File: src/rtl/frs_pkg.sv
// Package of constants, types and helpers for the coprocessor register stack and status word
package frs_pkg;

	// ==========================================================
	// Field layout
	localparam int FRS_NUM_REGS = 8;
	localparam int FRS_EXP_W = 15;
	localparam int FRS_SIG_W = 64;
	localparam int FRS_SW_BUSY = 15;
	localparam int FRS_SW_C3 = 14;
	localparam int FRS_SW_TOP_HI = 13;
	localparam int FRS_SW_TOP_LO = 11;
	localparam int FRS_SW_C2 = 10;
	localparam int FRS_SW_C1 = 9;
	localparam int FRS_SW_C0 = 8;
	localparam int FRS_SW_ES = 7;
	localparam int FRS_SW_SF = 6;
	localparam int FRS_FLAG_INVALID = 0;
	localparam int FRS_FLAG_INEXACT = 5;

	// ==========================================================
	// Tag encodings and reset values
	localparam logic [1:0] FRS_TAG_VALID = 2'h0;
	localparam logic [1:0] FRS_TAG_ZERO = 2'h1;
	localparam logic [1:0] FRS_TAG_SPECIAL = 2'h2;
	localparam logic [1:0] FRS_TAG_EMPTY = 2'h3;
	localparam logic [2:0] FRS_TOP_RESET = 3'h0;
	localparam logic [3:0] FRS_CC_RESET = 4'h0;
	localparam logic [5:0] FRS_FLAGS_RESET = 6'h01;
	localparam logic FRS_ES_RESET = 1'b1;
	localparam logic [FRS_EXP_W-1:0] FRS_EXP_MAX = 15'h7fff;

	// ==========================================================
	// Types
	typedef struct packed {
		logic sign;
		logic [FRS_EXP_W-1:0] exponent;
		logic [FRS_SIG_W-1:0] significand;
	} frs_ext_s;

	typedef enum logic [3:0] {
		FRS_OP_NOP,
		FRS_OP_PUSH,
		FRS_OP_POP,
		FRS_OP_READ,
		FRS_OP_WRITE,
		FRS_OP_COMPARE,
		FRS_OP_CLASSIFY,
		FRS_OP_REMAINDER,
		FRS_OP_ROUND,
		FRS_OP_TRIG,
		FRS_OP_LOAD_STATUS,
		FRS_OP_CLEAR_EXC,
		FRS_OP_INIT
	} frs_op_e;

	typedef enum logic [1:0] {
		FRS_CMP_GT,
		FRS_CMP_LT,
		FRS_CMP_EQ,
		FRS_CMP_UNORD
	} frs_cmp_e;

	typedef struct packed {
		logic valid;
		frs_op_e op;
		logic [2:0] rel_index;
		frs_ext_s data;
		frs_cmp_e cmp;
		logic [2:0] class_code;
		logic [2:0] quotient;
		logic incomplete;
		logic roundup;
		logic [5:0] exceptions;
		logic [15:0] status_image;
	} frs_cmd_s;

	// ==========================================================
	// Helpers
	function automatic logic [2:0] frs_phys(input logic [2:0] top, input logic [2:0] rel);
		frs_phys = top + rel;
	endfunction

	function automatic logic [1:0] frs_tag_of(input frs_ext_s v);
		if (v.exponent == '0 && v.significand == '0) begin
			frs_tag_of = FRS_TAG_ZERO;
		end else if (v.exponent == '0 || v.exponent == FRS_EXP_MAX) begin
			frs_tag_of = FRS_TAG_SPECIAL;
		end else begin
			frs_tag_of = FRS_TAG_VALID;
		end
	endfunction

endpackage

File: src/rtl/frs_core.sv
// Register stack, tag word and status word of the floating-point coprocessor
`timescale 1ns/1ps
module frs_core
	import frs_pkg::*;
(
	// Clock and reset
	input wire logic clock_i,
	input wire logic reset_n_i,
	// Operation command
	input wire frs_cmd_s cmd_i,
	input wire logic [5:0] exc_mask_i,
	// Results
	output logic read_valid_o,
	output frs_ext_s read_data_o,
	output logic [15:0] status_word_o,
	output logic [15:0] tag_word_o,
	output logic error_n_o
);

	// ==========================================================
	// State
	typedef struct packed {
		frs_ext_s [FRS_NUM_REGS-1:0] regs;
		logic [FRS_NUM_REGS-1:0][1:0] tags;
		logic [2:0] top;
		logic [3:0] cc;
		logic sf;
		logic [5:0] flags;
		logic es;
		logic rd_valid;
		frs_ext_s rd_data;
	} frs_state_s;

	frs_state_s state;
	frs_state_s next_state;

	// ==========================================================
	// Next-state logic
	always_comb begin
		logic [2:0] idx;
		logic [2:0] new_top;
		logic [5:0] raised;
		logic stack_fault;
		logic overflow;
		next_state = state;
		next_state.rd_valid = 1'b0;
		idx = frs_phys(state.top, cmd_i.rel_index);
		new_top = state.top;
		raised = '0;
		stack_fault = 1'b0;
		overflow = 1'b0;
		if (cmd_i.valid) begin
			raised = cmd_i.exceptions;
			unique case (cmd_i.op)
				FRS_OP_NOP: begin
				end
				FRS_OP_PUSH: begin
					new_top = state.top - 3'h1;
					if (state.tags[new_top] != FRS_TAG_EMPTY) begin
						stack_fault = 1'b1;
						overflow = 1'b1;
					end
					next_state.top = new_top;
					next_state.regs[new_top] = cmd_i.data;
					next_state.tags[new_top] = frs_tag_of(cmd_i.data);
				end
				FRS_OP_POP: begin
					if (state.tags[state.top] == FRS_TAG_EMPTY) begin
						stack_fault = 1'b1;
					end
					next_state.rd_valid = 1'b1;
					next_state.rd_data = state.regs[state.top];
					next_state.tags[state.top] = FRS_TAG_EMPTY;
					next_state.top = state.top + 3'h1;
				end
				FRS_OP_READ: begin
					if (state.tags[idx] == FRS_TAG_EMPTY) begin
						stack_fault = 1'b1;
					end
					next_state.rd_valid = 1'b1;
					next_state.rd_data = state.regs[idx];
				end
				FRS_OP_WRITE: begin
					next_state.regs[idx] = cmd_i.data;
					next_state.tags[idx] = frs_tag_of(cmd_i.data);
				end
				FRS_OP_COMPARE: begin
					next_state.cc[1] = 1'b0;
					unique case (cmd_i.cmp)
						FRS_CMP_GT: {next_state.cc[3], next_state.cc[2], next_state.cc[0]} = 3'h0;
						FRS_CMP_LT: {next_state.cc[3], next_state.cc[2], next_state.cc[0]} = 3'h1;
						FRS_CMP_EQ: {next_state.cc[3], next_state.cc[2], next_state.cc[0]} = 3'h4;
						FRS_CMP_UNORD: {next_state.cc[3], next_state.cc[2], next_state.cc[0]} = 3'h7;
					endcase
				end
				FRS_OP_CLASSIFY: begin
					// Empty top overrides the offered class
					next_state.cc[1] = state.regs[state.top].sign;
					if (state.tags[state.top] == FRS_TAG_EMPTY) begin
						{next_state.cc[3], next_state.cc[2], next_state.cc[0]} = 3'h5;
					end else begin
						{next_state.cc[3], next_state.cc[2], next_state.cc[0]} = cmd_i.class_code;
					end
				end
				FRS_OP_REMAINDER: begin
					if (cmd_i.incomplete) begin
						next_state.cc = 4'h4;
					end else begin
						next_state.cc[2] = 1'b0;
						next_state.cc[0] = cmd_i.quotient[2];
						next_state.cc[3] = cmd_i.quotient[1];
						next_state.cc[1] = cmd_i.quotient[0];
					end
					next_state.regs[state.top] = cmd_i.data;
					next_state.tags[state.top] = frs_tag_of(cmd_i.data);
				end
				FRS_OP_ROUND: begin
					if (cmd_i.exceptions[FRS_FLAG_INEXACT]) begin
						next_state.cc[1] = cmd_i.roundup;
					end
					next_state.regs[state.top] = cmd_i.data;
					next_state.tags[state.top] = frs_tag_of(cmd_i.data);
				end
				FRS_OP_TRIG: begin
					next_state.cc[2] = cmd_i.incomplete;
					if (!cmd_i.incomplete) begin
						if (cmd_i.exceptions[FRS_FLAG_INEXACT]) begin
							next_state.cc[1] = cmd_i.roundup;
						end
						next_state.regs[state.top] = cmd_i.data;
						next_state.tags[state.top] = frs_tag_of(cmd_i.data);
					end
				end
				FRS_OP_LOAD_STATUS: begin
					raised = '0;
					next_state.cc[3] = cmd_i.status_image[FRS_SW_C3];
					next_state.cc[2] = cmd_i.status_image[FRS_SW_C2];
					next_state.cc[1] = cmd_i.status_image[FRS_SW_C1];
					next_state.cc[0] = cmd_i.status_image[FRS_SW_C0];
					next_state.top = cmd_i.status_image[FRS_SW_TOP_HI:FRS_SW_TOP_LO];
					next_state.sf = cmd_i.status_image[FRS_SW_SF];
					next_state.flags = cmd_i.status_image[5:0];
				end
				FRS_OP_CLEAR_EXC: begin
					raised = '0;
					next_state.flags = '0;
					next_state.sf = 1'b0;
				end
				FRS_OP_INIT: begin
					raised = '0;
					next_state.flags = '0;
					next_state.sf = 1'b0;
					next_state.cc = FRS_CC_RESET;
					next_state.top = FRS_TOP_RESET;
					for (int i = 0; i < FRS_NUM_REGS; i++) begin
						next_state.tags[i] = FRS_TAG_EMPTY;
					end
				end
				default: begin
				end
			endcase
			// Stack faults are invalid operations with a direction in C1
			if (stack_fault) begin
				raised[FRS_FLAG_INVALID] = 1'b1;
				next_state.sf = 1'b1;
				next_state.cc[1] = overflow;
			end
			next_state.flags = next_state.flags | raised;
		end
		// Summary always follows flags and masks, also after a status load
		next_state.es = |(next_state.flags & ~exc_mask_i);
	end

	// ==========================================================
	// State register
	always_ff @(posedge clock_i or negedge reset_n_i) begin
		if (!reset_n_i) begin
			state <= '0;
			for (int i = 0; i < FRS_NUM_REGS; i++) begin
				state.tags[i] <= FRS_TAG_EMPTY;
			end
			state.top <= FRS_TOP_RESET;
			state.cc <= FRS_CC_RESET;
			state.flags <= FRS_FLAGS_RESET;
			state.es <= FRS_ES_RESET;
		end else begin
			state <= next_state;
		end
	end

	// ==========================================================
	// Outputs
	always_comb begin
		status_word_o = '0;
		status_word_o[FRS_SW_BUSY] = state.es;
		status_word_o[FRS_SW_C3] = state.cc[3];
		status_word_o[FRS_SW_TOP_HI:FRS_SW_TOP_LO] = state.top;
		status_word_o[FRS_SW_C2] = state.cc[2];
		status_word_o[FRS_SW_C1] = state.cc[1];
		status_word_o[FRS_SW_C0] = state.cc[0];
		status_word_o[FRS_SW_ES] = state.es;
		status_word_o[FRS_SW_SF] = state.sf;
		status_word_o[5:0] = state.flags;
	end

	assign tag_word_o = state.tags;
	assign read_valid_o = state.rd_valid;
	assign read_data_o = state.rd_data;
	assign error_n_o = ~state.es;

endmodule

File: config.mk
export PLATFORM = sky130hd
export DESIGN_NAME = frs_core
export DESIGN_NICKNAME = d
export VERILOG_FILES = /design/src/rtl/frs_pkg.sv /design/src/rtl/frs_core.sv
export SDC_FILE = /design/constraint.sdc
export NUM_CORES = 2
export LEC_CHECK = 0
export BUFFER_PORTS_ARGS = -buffer_cell sky130_fd_sc_hd__buf_2
export CAP_MARGIN = 25
export CORE_AREA = 2 2 388 274
export DETAILED_ROUTE_END_ITERATION = 16
export DIE_AREA = 0 0 390 276
export GPL_TIMING_DRIVEN = 1
export PLACE_DENSITY = 0.52
export SLEW_MARGIN = 10
export SYNTH_ARGS = -nofsm -noshare
export SYNTH_HDL_FRONTEND = slang
export SYNTH_SLANG_ARGS = --single-unit
File: constraint.sdc
create_clock -name clock_i -period 5.75 [get_ports clock_i]
set_input_delay 0.2875 -clock clock_i [delete_from_list [all_inputs] [get_ports clock_i]]
set_output_delay 0.2875 -clock clock_i [all_outputs]
set_load 0.02 [all_outputs]
==> Yosys cells after proc, flatten, opt, wreduce, memory -nomap -nowiden <==
Cells that the tools add are included.
{ "totals": {"in_bits": 128, "word_cells": 185, "ff_bits": 752, "output_inout_bits": 114} }
{ "op_classes": {"n_mux": 75, "n_addsub": 3, "n_bitwise": 5, "n_lt_le_gt_ge": 6, "eq_ne": 22, "reduce_logical": 31} }
{ "op_table": {"columns": ["cell", "n"], "rows": [
  ["$pmux W640 S4", 1],
  ["$bwmux W640", 3],
  ["$demux W80 S3", 3],
  ["$mux W656", 1],
  ["$bmux W80 S3", 2],
  ["$mux W80", 5],
  ["$pmux W81 S2", 1],
  ["$pmux W16 S7", 1],
  ["$mux W81", 1],
  ["$bwmux W16", 5],
  ["$logic_not A64 Y1", 1],
  ["$mux W2", 20],
  ["$eq A4 B4 Y1 const B", 5],
  ["$bmux W2 S3", 3],
  ["$demux W2 S3", 3],
  ["$mux W6", 3],
  ["$eq A4 B3 Y1 const B", 4],
  ["$or A16 B16 Y16", 1],
  ["$eq A15 B15 Y1 const B", 1],
  ["$logic_not A15 Y1", 1],
  ["$pmux W7 S2", 1],
  ["$reduce_bool A7 Y1", 2],
  ["$lt A3 B4 Y1 const B", 3],
  ["$mux W1", 12],
  ["35 further kinds", 59]
]} }

==> Logic depth before layout (Yosys ltp) <==
{ "depth": {"depth_word": 13, "ltp_mapped": 12, "ltp_nobuf": 10} }

==> Least setup slack after synthesis <==
OpenSTA, ideal clock, no wires.
{ "synth_path": {"path_type": "reg-to-reg", "from": "register state (netlist bit status_word_o[12])", "to": "register (tool-made name)", "synth_period_minus_slack_ns": 2.915, "arrival_ns": 2.790, "setup_ns": 0.125, "n_path_buf": 3, "required_ns": 5.625, "path_slack_ns": 2.835, "path_stages_with_launch": 11, "cell_sequence": "dfrtp_1 > buf_2 > inv_1 > fa_1 > clkinv_1 > or3_1 > clkbuf_1 > o221ai_1 > nand2_1 > buf_2 > mux2_2"} }
{ "synth_rtl": {"columns": ["element", "line", "source"], "rows": [
  ["from (decl)", "frs_core.sv:34", "frs_state_s state;"],
  ["from (signal assigned)", "frs_core.sv:187", "state <= next_state;"]
]} }

==> Worst setup path after layout <==
{ "layout_path": {"from": "register state (netlist bit status_word_o[11])", "to": "register state (netlist bit read_data_o[79])"} }
{ "layout_via": {"elab_chain_cells": 4, "word_cells_on_any_way": 6, "classes_between": "add/sub: 1; mux: 5"} }
{ "layout_lines": {"columns": ["element", "line", "source"], "rows": [
  ["$add A3 B3 Y3", "frs_pkg.sv:81", "frs_phys = top + rel;"],
  ["$bmux W80 S3", "frs_core.sv:81", "next_state.rd_data = state.regs[idx];"],
  ["$mux W80 (not written as such)", "frs_core.sv:81", null],
  ["$pmux W81 S2 *", "frs_core.sv:54", "unique case (cmd_i.op)"]
]} }
Mark *: on every way between the ends. The rest lies on a longest branch, timed or not. The select of a mux whose other input is x is not followed.
A chain may end at the register's enable or synchronous reset.

==> reports/qor.yml <==
status: "completed"
cp_cell_sequence: "buf_4, ha_4, inv_1, fa_4, buf_4, nand2_1, nor2_1, nand2_1, a21oi_1, a21oi_1, a21oi_1"
syn_inst: 3425
syn_area_um2: 39300
criticalPathCategory: "flip-flop to flip-flop"
io-pin-count: 242
relSlewSlack_pct: 27.1
synth_top_area_share_pct: 46.8
route.vias.total: 30500
ys_top_cells_by_area: "dfrtp_1, mux2_2, a22oi_1, mux2i_1, mux2_1"
clk_latency_ns: 0.68
tns_ns: 0
avgSynthCellArea_um2: 11.5
antenna_found_initial: 8
final_hold_viol_count: 0
path_common_cell: "a21oi_1"
total_leakage_power_nw: 18.7
cts_tree: "built"
grt_setup_unrepaired: "no"
skew_ns: 0.0231
fin_crit_ns: 4.32
drc: 0
fp-row-count: 99
layout-drive-gt1-share_pct: 30.8
slowest_stage: "fa_4"
stdcell_count: 4887
grt.met1_usage_pct: 37.6
synthFlopType: "dfrtp_1"
post-synth-top-count-cell: "dfrtp_1"
vias_per_cell: 6.25
place_congestion: 0.826
dp.cells: 4665
wl_per_cell_um: 29.1
synth_nets: 3557
busiest_layer: "met2"
synthArstFlopShare_pct: 100
crit_path_end_kind: "flip-flop"
max_cap_viol_count: 0
place.detailed.hpwl_mm: 76.1
finalCritPeriodShare_pct: 75.2
hold_class: "primary input to flip-flop"
die_w_um: 390
synth_warnings: 0
clk_root_buffer_cell: "clkbuf_16"
synth_edf_count: 0
grt_pass1_wl_mm: 210
clock_sink_count: 752
grt_pass1_vias: 29800
start_util_pct: 37.8
drt_iter0_drc: 2999
fillers: 9836
drv_slew: 0
final_nets: 3594
max_freq_mhz: 231
path_max_fanout: 44
cts_buffers: 80
tightest_slew_ns: 1.09
synth_commonest_cells: "dfrtp_1, mux2_2, a22oi_1"
die_y_um: 276
cts.clk_slew.worst_paths_ns: 0.07
cts.path.max_buffers: 3
routed_wl_mm: 142
use_met2_pct: 39.2
critical_path.max_stage_delay_ns: 0.85
track_usage_pct: 25.8
port_buffers: 239
powerDensity_nw_per_um2: 547
cts.htree.levels: 3
worst_ep_arrival_time_ns: 4.91
syn_to_final_growth_pct: 12.9
fin_util_pct: 42.7
required_ns: 6.34
ant_nets: 0
ys_ff_latch: 752
yosysSeqAreaShare_pct: 48.0
ys_types: 77
met3_usage_pct: 4.68
layout.area.seq_um2: 18800
yosys.area.top_type: "dfrtp_1"
postCtsSetupRepairBufs: 0
multi_input_area_um2: 18400
cts_resized: 0
holdBufCountCts: 78
vdd_drop_max_mv: 0.457
die_area_um2: 108000
firstDrtPassIters: 5
core_region_area_um2: 104000
gr-total-overflow: 0
setup_viol: 0
critPathLaunchType: "flip-flop"
hold_slack_ns: 0.0193
grt_max_degree: 166
cells in the final DEF, fill, tap and decap left out, types with 15 or more instances in the layout:
cell type,netlist,layout
dfrtp_1,734,734
mux2_2,569,569
a22oi_1,282,282
buf_2,97,238
a21oi_1,169,169
nor2_1,154,151
mux2i_1,116,116
a31oi_1,99,99
o22ai_1,84,84
clkbuf_16,0,81
mux2_1,80,80
dlygate4sd3_1,0,78
nand2_1,72,67
nor3_1,62,60
o21ai_0,53,53
buf_4,112,50
o221ai_1,44,44
a2111oi_0,33,33
nor2b_1,32,32
nand4_1,31,31
nand3_1,32,29
a22o_1,27,27
o22a_1,26,26
nor4_1,26,26
a41o_1,25,25
a221oi_1,23,23
mux4_2,22,22
a221o_1,20,20
clkbuf_8,0,20
dfstp_2,18,18
buf_12,0,18
clkbuf_1,181,17
a41oi_1,15,15
final timing paths:
| kind | startpoint | end | slack (ns) | depth (start not counted) |
|---|---|---|---|---|
| max | status_word_o[11] | read_data_o[79] | 1.43 | 11 |
| max in group asynchronous | reset_n_i | asynchronous set/reset pin | 3.99 | 3 |
| min in group asynchronous | reset_n_i | read_data_o[56] | 0.21 | 2 |
| min reg2reg | status_word_o[9] | status_word_o[9] | 0.48 | 2 |
| max reg2reg | status_word_o[11] | read_data_o[79] | 1.43 | 11 |
| min | cmd_i[63] | flip-flop | 0.02 | 2 |
power breakdown:
part / switching [mW] / internal [mW]
Clock: 2.29 / 2.95
Combinational: 5.37 / 3.97
Sequential: 1.98 / 7.71
worst max-delay path, delay by kind of cell (launching register included):
kind	cells	cell delay, ns
flops	1	0.35
simple gates	3	1.37
buf+inv	3	1.09
fa+ha+maj	2	1.03
compound gates	3	0.37
cells by family after synthesis:
kind of cell	Yosys count	synth area share (%)
compound gates	952	17.1
buf+inv	445	5.64
mux	787	22.8
flops	752	48.0
fa+ha+maj	4	0.147
xor+xnor	4	0.163
simple gates	481	6.11
metrics by stage:
step | setup slack [ns] | power [mW] | cell area (µm²)
after floorplan | 2.84 | 15.6 | 39300
after global placement | 1.61 | 18.7 | 41000
after detailed placement | 1.54 | 18.9 | 41000
after CTS | 1.50 | 24.2 | 44300
after global routing | 1.18 | 25.5 | 44400
final | 1.43 | 24.3 | 44400
final cells by class:
| cell class | instances | share of cell area (%) |
|---|---|---|
| inverters | 15 | 0.127 |
| multi-input cells | 2228 | 41.5 |
| diodes | 2 | 0.0113 |
| clock buffers | 118 | 5.33 |
| clock inverters | 24 | 0.513 |
| well taps | 1363 | 3.85 |
| repair buffers | 385 | 6.14 |
| flip-flops and latches | 752 | 42.5 |
routing by layer:
layer,vias up,share of wire [%]
li1,13100,-
met1,15800,46
met2,1313,45
met3,249,6.7
met4,6,2.5
met5,-,0.027
No activity file was read; power rests on OpenSTA's default activity.
